===== config.mk =====
export PLATFORM = sky130hd
export DESIGN_NAME = spg_stop_gating
export DESIGN_NICKNAME = d
export VERILOG_FILES = /design/src/inc/spg_pkg.sv /design/src/hw/spg_pin_latch.sv /design/src/hw/spg_stop_gating.sv
export SDC_FILE = /design/constraint.sdc
export NUM_CORES = 1
export LEC_CHECK = 0
export BUFFER_PORTS_ARGS = -buffer_cell sky130_fd_sc_hd__buf_2
export CORE_MARGIN = 1.5
export CORE_UTILIZATION = 40
export DETAILED_ROUTE_END_ITERATION = 6
export GPL_ROUTABILITY_DRIVEN = 0
export GPL_TIMING_DRIVEN = 0
export PLACE_DENSITY = 0.87
export RECOVER_POWER = 50
export SLEW_MARGIN = 5
export SYNTH_ARGS = -nofsm -noshare
export SYNTH_HDL_FRONTEND = slang
export SYNTH_HIERARCHICAL = 1
export SYNTH_SLANG_ARGS = --single-unit

===== constraint.sdc =====
create_clock -name clk -period 1.6 [get_ports clk]
set_input_delay 0.32 -clock clk [delete_from_list [all_inputs] [get_ports clk]]
set_output_delay 0.32 -clock clk [all_outputs]
set_load 0.005 [all_outputs]

===== src/inc/spg_pkg.sv =====
// package: stop-mode peripheral gating constants and types
`default_nettype none
package spg_pkg;
    // stop mode request encoding
    localparam logic [1:0] MODE_RUN = 2'h0;
    localparam logic [1:0] MODE_LIGHT = 2'h1;
    localparam logic [1:0] MODE_PPD = 2'h2;
    // unit power state encoding
    localparam logic [1:0] PWR_ON = 2'h0;
    localparam logic [1:0] PWR_STANDBY = 2'h1;
    localparam logic [1:0] PWR_OFF = 2'h2;
    // pin count of the latch bank
    localparam int NUM_PINS = 8;
    // reset values
    localparam logic [7:0] PORT_RESET = 8'h00;
    typedef enum logic [3:0] {
        SPG_RUN = 4'h1,
        SPG_LIGHT = 4'h2,
        SPG_PPD = 4'h4,
        SPG_WAKE = 4'h8
    } spg_state_e;
endpackage : spg_pkg
`default_nettype wire


===== src/hw/spg_pin_latch.sv =====
// pin hold latches with release to port or peripheral control
`timescale 1ns/100ps
`default_nettype none
module spg_pin_latch (
    input wire logic clk,
    input wire logic srst,
    input wire logic hold,
    input wire logic [7:0] port_data,
    input wire logic [7:0] port_dir,
    input wire logic [7:0] periph_en,
    input wire logic [7:0] periph_data,
    input wire logic [7:0] periph_oe,
    output logic [7:0] pin_out,
    output logic [7:0] pin_oe,
    output logic [7:0] pin_owner_periph
);
    logic [7:0] out_reg, out_next;
    logic [7:0] oe_reg, oe_next;
    logic [7:0] own_reg, own_next;

    //////////////////////////////////////////////////////////////////
    genvar g;
    generate
        for (g = 0; g < spg_pkg::NUM_PINS; g = g + 1) begin : g_pin
            always_comb begin
                if (hold) begin
                    // held pins keep the last driven state
                    out_next[g] = out_reg[g];
                    oe_next[g] = oe_reg[g];
                    own_next[g] = own_reg[g];
                end else if (periph_en[g]) begin
                    out_next[g] = periph_data[g];
                    oe_next[g] = periph_oe[g];
                    own_next[g] = 1'b1;
                end else begin
                    // cleared port regs give reset-default state
                    out_next[g] = port_data[g];
                    oe_next[g] = port_dir[g];
                    own_next[g] = 1'b0;
                end
            end
        end
    endgenerate

    always_ff @(posedge clk) begin
        if (srst) begin
            out_reg <= spg_pkg::PORT_RESET;
            oe_reg <= spg_pkg::PORT_RESET;
            own_reg <= spg_pkg::PORT_RESET;
        end else begin
            out_reg <= out_next;
            oe_reg <= oe_next;
            own_reg <= own_next;
        end
    end

    assign pin_out = out_reg;
    assign pin_oe = oe_reg;
    assign pin_owner_periph = own_reg;

    //////////////////////////////////////////////////////////////////
    a_hold_keeps: assert property (@(posedge clk) disable iff (srst)
        $past(hold) |-> pin_out == $past(pin_out) && pin_oe == $past(pin_oe))
        else $error("held pin changed");
    a_port_owns: assert property (@(posedge clk) disable iff (srst)
        (!hold && !periph_en[0]) |=> (pin_owner_periph[0] == 1'b0 && pin_oe[0] == $past(port_dir[0])))
        else $error("port did not take pin");
    a_reset_state: assert property (@(posedge clk) disable iff (srst)
        (!hold && periph_en == 8'h00 && port_dir == 8'h00) |=> pin_oe == 8'h00)
        else $error("pins not released to inputs");
endmodule : spg_pin_latch
`default_nettype wire


===== src/hw/spg_stop_gating.sv =====
// stop-mode peripheral clock gating and power-state control
`timescale 1ns/100ps
`default_nettype none
// Summary of operation
// - unrestored cleared port registers leave pins in reset-default state at release.
// - released pin with disabled peripheral is driven by port control registers.
// - any stop mode gates off the peripheral clocks.
// - debug enable keeps debug clock in light stop only; peripheral clocks still stop.
// - light stop keeps converter on only with async clock and voltage detect.
// - light stop keeps clock generator on only with both reference enables.
// - both stop modes keep real-time clock on only if enabled before entry.
// - light stop keeps regulator on only with voltage detect or debug enabled.
module spg_stop_gating (
    input wire logic clk,
    input wire logic srst,
    input wire logic [1:0] stop_req,
    input wire logic wake,
    input wire logic powerdown_release_ack,
    input wire logic debug_mode_enable,
    input wire logic internal_ref_clock_enable,
    input wire logic internal_ref_stop_enable,
    input wire logic adc_async_clock_enable,
    input wire logic low_voltage_detect_enable,
    input wire logic rtc_enable,
    input wire logic [7:0] port_data,
    input wire logic [7:0] port_dir,
    input wire logic [7:0] periph_en,
    input wire logic [7:0] periph_data,
    input wire logic [7:0] periph_oe,
    output logic periph_clk_en,
    output logic debug_clk_en,
    output logic [1:0] cpu_pwr,
    output logic [1:0] ram_pwr,
    output logic [1:0] flash_pwr,
    output logic [1:0] port_reg_pwr,
    output logic [1:0] periph_pwr,
    output logic [1:0] comparator_pwr,
    output logic [1:0] adc_pwr,
    output logic [1:0] clock_gen_pwr,
    output logic [1:0] oscillator_pwr,
    output logic [1:0] rtc_pwr,
    output logic [1:0] regulator_pwr,
    output logic [1:0] debug_pwr,
    output logic [1:0] voltage_detect_pwr,
    output logic io_hold,
    output logic [1:0] stop_status,
    output logic [7:0] pin_out,
    output logic [7:0] pin_oe,
    output logic [7:0] pin_owner_periph
);
    spg_pkg::spg_state_e state_reg, state_next;
    logic rtc_armed_reg, rtc_armed_next;
    logic pclk_reg, dclk_reg, hold_reg;
    logic pclk_next, dclk_next, hold_next;
    logic [1:0] cpu_reg, ram_reg, flash_reg, port_reg, per_reg, cmp_reg, adc_reg;
    logic [1:0] cg_reg, osc_reg, rtc_reg, vreg_reg, dbg_reg, vdet_reg, status_reg;
    logic [1:0] cpu_next, ram_next, flash_next, port_next, per_next, cmp_next, adc_next;
    logic [1:0] cg_next, osc_next, rtc_next, vreg_next, dbg_next, vdet_next, status_next;

    // condition to power state, used for every optional unit
    function automatic logic [1:0] opt_pwr(input logic keep);
        opt_pwr = keep ? spg_pkg::PWR_ON : spg_pkg::PWR_STANDBY;
    endfunction : opt_pwr

    //////////////////////////////////////////////////////////////////
    always_comb begin
        state_next = state_reg;
        rtc_armed_next = rtc_armed_reg;
        case (state_reg)
            spg_pkg::SPG_RUN: begin
                // rtc enable sampled at entry, so a late write cannot wake it
                rtc_armed_next = rtc_enable;
                if (stop_req == spg_pkg::MODE_LIGHT) begin
                    state_next = spg_pkg::SPG_LIGHT;
                end else if (stop_req == spg_pkg::MODE_PPD) begin
                    state_next = spg_pkg::SPG_PPD;
                end
            end
            spg_pkg::SPG_LIGHT: begin
                if (wake) begin
                    state_next = spg_pkg::SPG_RUN;
                end
            end
            spg_pkg::SPG_PPD: begin
                if (wake) begin
                    state_next = spg_pkg::SPG_WAKE;
                end
            end
            spg_pkg::SPG_WAKE: begin
                // pins stay latched until software acknowledges
                if (powerdown_release_ack) begin
                    state_next = spg_pkg::SPG_RUN;
                end
            end
            default: begin
                state_next = spg_pkg::SPG_RUN;
            end
        endcase
    end

    always_ff @(posedge clk) begin
        if (srst) begin
            state_reg <= spg_pkg::SPG_RUN;
            rtc_armed_reg <= 1'b0;
        end else begin
            state_reg <= state_next;
            rtc_armed_reg <= rtc_armed_next;
        end
    end

    //////////////////////////////////////////////////////////////////
    always_comb begin
        pclk_next = 1'b1;
        dclk_next = 1'b1;
        hold_next = 1'b0;
        status_next = spg_pkg::MODE_RUN;
        cpu_next = spg_pkg::PWR_ON;
        ram_next = spg_pkg::PWR_ON;
        flash_next = spg_pkg::PWR_ON;
        port_next = spg_pkg::PWR_ON;
        per_next = spg_pkg::PWR_ON;
        cmp_next = spg_pkg::PWR_ON;
        adc_next = spg_pkg::PWR_ON;
        cg_next = spg_pkg::PWR_ON;
        osc_next = spg_pkg::PWR_ON;
        rtc_next = spg_pkg::PWR_ON;
        vreg_next = spg_pkg::PWR_ON;
        dbg_next = spg_pkg::PWR_ON;
        vdet_next = spg_pkg::PWR_ON;
        case (state_next)
            spg_pkg::SPG_LIGHT: begin
                pclk_next = 1'b0;
                dclk_next = debug_mode_enable;
                hold_next = 1'b1;
                status_next = spg_pkg::MODE_LIGHT;
                cpu_next = spg_pkg::PWR_STANDBY;
                ram_next = spg_pkg::PWR_STANDBY;
                flash_next = spg_pkg::PWR_STANDBY;
                port_next = spg_pkg::PWR_STANDBY;
                per_next = spg_pkg::PWR_STANDBY;
                cmp_next = spg_pkg::PWR_OFF;
                adc_next = opt_pwr(adc_async_clock_enable && low_voltage_detect_enable);
                cg_next = opt_pwr(internal_ref_clock_enable && internal_ref_stop_enable);
                osc_next = cg_next;
                rtc_next = opt_pwr(rtc_armed_next);
                vreg_next = opt_pwr(low_voltage_detect_enable || debug_mode_enable);
                dbg_next = opt_pwr(debug_mode_enable);
                vdet_next = opt_pwr(low_voltage_detect_enable);
            end
            spg_pkg::SPG_PPD, spg_pkg::SPG_WAKE: begin
                // wake keeps pins held while the core restarts
                pclk_next = (state_next == spg_pkg::SPG_WAKE);
                dclk_next = (state_next == spg_pkg::SPG_WAKE);
                hold_next = 1'b1;
                status_next = spg_pkg::MODE_PPD;
                if (state_next == spg_pkg::SPG_PPD) begin
                    cpu_next = spg_pkg::PWR_OFF;
                    ram_next = spg_pkg::PWR_STANDBY;
                    flash_next = spg_pkg::PWR_OFF;
                    port_next = spg_pkg::PWR_OFF;
                    per_next = spg_pkg::PWR_OFF;
                    cmp_next = spg_pkg::PWR_OFF;
                    adc_next = spg_pkg::PWR_OFF;
                    cg_next = spg_pkg::PWR_OFF;
                    osc_next = spg_pkg::PWR_OFF;
                    rtc_next = opt_pwr(rtc_armed_next);
                    vreg_next = spg_pkg::PWR_OFF;
                    dbg_next = spg_pkg::PWR_OFF;
                    vdet_next = spg_pkg::PWR_OFF;
                end
            end
            default: begin
                pclk_next = 1'b1;
            end
        endcase
    end

    always_ff @(posedge clk) begin
        if (srst) begin
            pclk_reg <= 1'b1;
            dclk_reg <= 1'b1;
            hold_reg <= 1'b0;
            status_reg <= spg_pkg::MODE_RUN;
            cpu_reg <= spg_pkg::PWR_ON;
            ram_reg <= spg_pkg::PWR_ON;
            flash_reg <= spg_pkg::PWR_ON;
            port_reg <= spg_pkg::PWR_ON;
            per_reg <= spg_pkg::PWR_ON;
            cmp_reg <= spg_pkg::PWR_ON;
            adc_reg <= spg_pkg::PWR_ON;
            cg_reg <= spg_pkg::PWR_ON;
            osc_reg <= spg_pkg::PWR_ON;
            rtc_reg <= spg_pkg::PWR_ON;
            vreg_reg <= spg_pkg::PWR_ON;
            dbg_reg <= spg_pkg::PWR_ON;
            vdet_reg <= spg_pkg::PWR_ON;
        end else begin
            pclk_reg <= pclk_next;
            dclk_reg <= dclk_next;
            hold_reg <= hold_next;
            status_reg <= status_next;
            cpu_reg <= cpu_next;
            ram_reg <= ram_next;
            flash_reg <= flash_next;
            port_reg <= port_next;
            per_reg <= per_next;
            cmp_reg <= cmp_next;
            adc_reg <= adc_next;
            cg_reg <= cg_next;
            osc_reg <= osc_next;
            rtc_reg <= rtc_next;
            vreg_reg <= vreg_next;
            dbg_reg <= dbg_next;
            vdet_reg <= vdet_next;
        end
    end

    assign periph_clk_en = pclk_reg;
    assign debug_clk_en = dclk_reg;
    assign io_hold = hold_reg;
    assign stop_status = status_reg;
    assign cpu_pwr = cpu_reg;
    assign ram_pwr = ram_reg;
    assign flash_pwr = flash_reg;
    assign port_reg_pwr = port_reg;
    assign periph_pwr = per_reg;
    assign comparator_pwr = cmp_reg;
    assign adc_pwr = adc_reg;
    assign clock_gen_pwr = cg_reg;
    assign oscillator_pwr = osc_reg;
    assign rtc_pwr = rtc_reg;
    assign regulator_pwr = vreg_reg;
    assign debug_pwr = dbg_reg;
    assign voltage_detect_pwr = vdet_reg;

    //////////////////////////////////////////////////////////////////
    // latch bank sees hold_next, so pins freeze on the same edge that io_hold rises
    spg_pin_latch u_latch (
        .clk(clk),
        .srst(srst),
        .hold(hold_next),
        .port_data(port_data),
        .port_dir(port_dir),
        .periph_en(periph_en),
        .periph_data(periph_data),
        .periph_oe(periph_oe),
        .pin_out(pin_out),
        .pin_oe(pin_oe),
        .pin_owner_periph(pin_owner_periph)
    );

    //////////////////////////////////////////////////////////////////
    a_stop_gates_clk: assert property (@(posedge clk) disable iff (srst)
        (stop_status != spg_pkg::MODE_RUN && io_hold && cpu_pwr != spg_pkg::PWR_ON) |-> !periph_clk_en)
        else $error("peripheral clock running in stop");
    a_debug_clk: assert property (@(posedge clk) disable iff (srst)
        (state_reg == spg_pkg::SPG_RUN && stop_req == spg_pkg::MODE_LIGHT && !wake)
        |=> (debug_clk_en == $past(debug_mode_enable)) && !periph_clk_en)
        else $error("debug clock wrong in light stop");
    a_adc_keep: assert property (@(posedge clk) disable iff (srst)
        (state_next == spg_pkg::SPG_LIGHT) |=>
        (adc_pwr == (($past(adc_async_clock_enable) && $past(low_voltage_detect_enable)) ? 2'h0 : 2'h1)))
        else $error("converter power wrong");
    a_clkgen_keep: assert property (@(posedge clk) disable iff (srst)
        (state_next == spg_pkg::SPG_LIGHT && !(internal_ref_clock_enable && internal_ref_stop_enable))
        |=> clock_gen_pwr == spg_pkg::PWR_STANDBY)
        else $error("clock generator not in standby");
    a_rtc_entry: assert property (@(posedge clk) disable iff (srst)
        (state_reg == spg_pkg::SPG_RUN && stop_req == spg_pkg::MODE_PPD && !rtc_enable)
        |=> rtc_pwr == spg_pkg::PWR_STANDBY)
        else $error("rtc running though disabled at entry");
    a_vreg_keep: assert property (@(posedge clk) disable iff (srst)
        (state_next == spg_pkg::SPG_LIGHT && (low_voltage_detect_enable || debug_mode_enable))
        |=> regulator_pwr == spg_pkg::PWR_ON)
        else $error("regulator dropped");
    a_ppd_off: assert property (@(posedge clk) disable iff (srst)
        (state_next == spg_pkg::SPG_PPD) |=>
        (cpu_pwr == spg_pkg::PWR_OFF && flash_pwr == spg_pkg::PWR_OFF && ram_pwr == spg_pkg::PWR_STANDBY && io_hold))
        else $error("partial power-down states wrong");
    a_ack_release: assert property (@(posedge clk) disable iff (srst)
        (state_reg == spg_pkg::SPG_WAKE && powerdown_release_ack) |=> !io_hold ##1 !io_hold || state_reg != spg_pkg::SPG_RUN)
        else $error("hold not released on ack");
    c_light: cover property (@(posedge clk) disable iff (srst) state_reg == spg_pkg::SPG_LIGHT ##[1:20] state_reg == spg_pkg::SPG_RUN);
    c_ppd_ack: cover property (@(posedge clk) disable iff (srst) state_reg == spg_pkg::SPG_WAKE && powerdown_release_ack);
    c_dbg: cover property (@(posedge clk) disable iff (srst) state_reg == spg_pkg::SPG_LIGHT && debug_clk_en);
endmodule : spg_stop_gating
`default_nettype wire


==> metrics <==
Die ar.=between 0.005 and 0.006 mm^2; layout net count=between 300 and 400; Die H=73.5 um; ys flop type=dfxtp_1; Crit path largest cell delay=0.39 ns; Top Ports=~110; clock period minus worst slack=about 1.7 ns; Worst Clk Skew=~0.0057 ns; Crit-path slowest cell=dfxtp_4; most common cell after layout, fill and taps aside=buf_2; Std-Cell Rows=25; max_cap viols=0; initial DRC count=42; clock latency at the later pin of the worst-skew pair=~0.29 ns; Multi-input gate area=approximately 990 um^2; die outline width=about 73 um; Power Dens Cells=1100 mW/mm^2; synth unique cells=38; Critical Path AT=roughly 1.9 ns; met1 usage=0.185; async set-reset flop share out of synthesis=0; largest net degree at the start of global routing=13; Rel. slew slack=0.606; number of setup violations in the final report=29; critical path endpoint category=register; synthesized area per cell=11.4 um^2; clock-pin slew on the worst setup and hold paths=roughly 0.08 ns; Finished Layout Cells=roughly 370; Vias/cell=4.51; GRT Max-Usage Layer=met2; grt total ovfl=0; synth warn=6; CP Buf/Inv Count=3; FF+latch count, synth=42; CTS tree=built; Largest delay share family, worst path=simple AND/OR/NAND/NOR gates; HPWL reported at the end of detailed placement=around 3400 um; CTS Buffer Depth=2; CTS sink cnt=42; Port Buffer Count=103; Initial Util=0.418; Hold-fix buffers, CTS=0; Critical Path, Cell by Cell=nor2_2 -> or3_1 -> a22o_1 -> inv_2 -> buf_12 -> buf_12 -> mux2i_1 -> nor2_1; Core Region=roughly 0.0048 mm^2; status=finished, violations left; Area Growth Syn to Fin=46.8%; fillers=between 400 and 500; GRT met2 Usage=0.289; number of global-route vias before repair=between 1,000 and 1,500; failing checks=negative setup slack; Worst-Margin Slew=0.591 ns; Syn Std Cell Area=around 0.0020 mm^2; final-report hold violation count=0; most frequent cells in the layout=buf_2, dfxtp_1, buf_4, mux2i_1; Pre-Repair DR Iteration Count=5; total wire length=about 4800 um; critical path peak fanout=8; EDFF count, synth=0; leakage power=between 0.001 and 0.0015 uW; GRT Total Usage=0.163; peak supply drop=around 520 uV; Tcrit/Tclk final=1.08; Root Driver=clkbuf_8; hold slack=just under 0.2 ns; sequential fraction of the synthesis area=0.423; final slew viol count=0; via count=1,654; placed cells=346; final worst slack=-0.133 ns; initial antenna violation count=0; Critical Path Most Common Cell=buf_12; Seq. cell area=between 800 and 900 um^2; Post-DRT Antenna Nets=0; H-tree levels=2; unrepaired setup endpoints after global routing=yes; drt wl/cell=around 13 um; DR DRC count=0; global-route wire length before repair=6580 um; WS Path Type=reg2reg; Diodes inserted=0; Achievable Freq=0.577 GHz; r2r setup slk=-0.13 ns; CP startpoint kind=register; Post-Syn Instances=174; CTS buffer count=5; Hold Path Class=in2reg; CP Data Required Time=about 1.8 ns; GRT met3 Usage=0.0370; layout cells sized above 1=0.620
==> where the power goes <==
group / switching, uW / leakage, uW / total [uW] / internal [uW]
clock network: 349 / 0.0000443 / 692 / 343
logic: 478 / 0.00108 / 1200 / 724
registers: 113 / 0.000349 / 1310 / 1190
total: 939 / 0.00147 / 3200 / 2260
==> metal layers <==
metal / part of all wire / vias up
li1: - / 831
met2: 0.54 / 61
met1: 0.40 / 757
met4: 0.014 / 0
met3: 0.046 / 5
met5: 0 / -
==> cells by family (layout without fill, tap and decap cells) <==
group,after synthesis,in the layout,share of synthesized area
AOI/OAI and AO/OA,26,26,0.145
other,1,3,0.00189
muxes,25,25,0.126
xor gates and xnor gates,1,1,0.00441
buffers and inverters,32,156,0.113
and+or+nand+nor,47,47,0.186
DFF,42,42,0.423
==> cells in the mapped netlist (2+ instances only) <==
cell type	number	area, um^2
a211oi_1	4	30.0
a211oi_2	12	150
a21oi_2	2	17.5
buf_4	20	150
buf_6	2	22.5
dfxtp_1	42	841
inv_1	3	11.3
inv_2	2	7.51
mux2i_1	25	250
nand2_1	3	11.3
nor2_1	15	56.3
nor2b_1	5	31.3
nor2b_4	12	165
nor3b_1	2	15.0
or2_1	2	12.5
==> path summary, 6_finish.rpt <==
path | start | to | cells past startpoint
hold reg to reg | u_latch/pin_owner_periph[2]$_SDFFE_PP0N_ | u_latch/pin_owner_periph[2]$_SDFFE_PP0N_ | 2
setup / recovery | state_reg[2]$_SDFF_PP0_ | u_latch/pin_owner_periph[4]$_SDFFE_PP0N_ | 8
hold / removal | adc_async_clock_enable | adc_pwr[0]$_SDFF_PP0_ | 2
setup reg to reg | state_reg[2]$_SDFF_PP0_ | u_latch/pin_owner_periph[4]$_SDFFE_PP0N_ | 8
==> worst reg2reg max path, delay by kind of cell (launching register included) <==
kind | cells | cell delay (ns)
mux | 1 | 0.21
flops | 1 | 0.39
buf+inv | 3 | 0.35
simple gates | 3 | 0.41
compound gates | 1 | 0.25
==> timing repair <==
item                                    CTS  global route
setup buffers                             8             4
gates resized for setup                   9            12
pin swaps                                 2             6
endpoints found under the setup margin   24            33
cloned                                    0             2
==> cell type report <==
cell class	instances	area share
clock buffer	7	0.0296
sequential	42	0.293
buffer	26	0.0789
multi-input combinational	102	0.338
inverter	6	0.00944
timing repair buffer	117	0.222
tap	67	0.0287
==> stage by stage <==
stage          worst slack (ns)  utilization  area, um^2  TNS, ns  total power [uW]
2_1_floorplan           -0.0198            -        2010   -0.158              1960
3_3_place_gp             -0.181        0.549        2610    -3.14              2270
3_5_place_dp             -0.224        0.549        2610    -3.89              2290
4_1_cts                  -0.128        0.587        2790    -1.78              3050
5_1_grt                  -0.179        0.613        2920    -3.74              3350
6_report                 -0.133        0.613        2920    -1.63              3200
(Power assumes the default switching activity.)
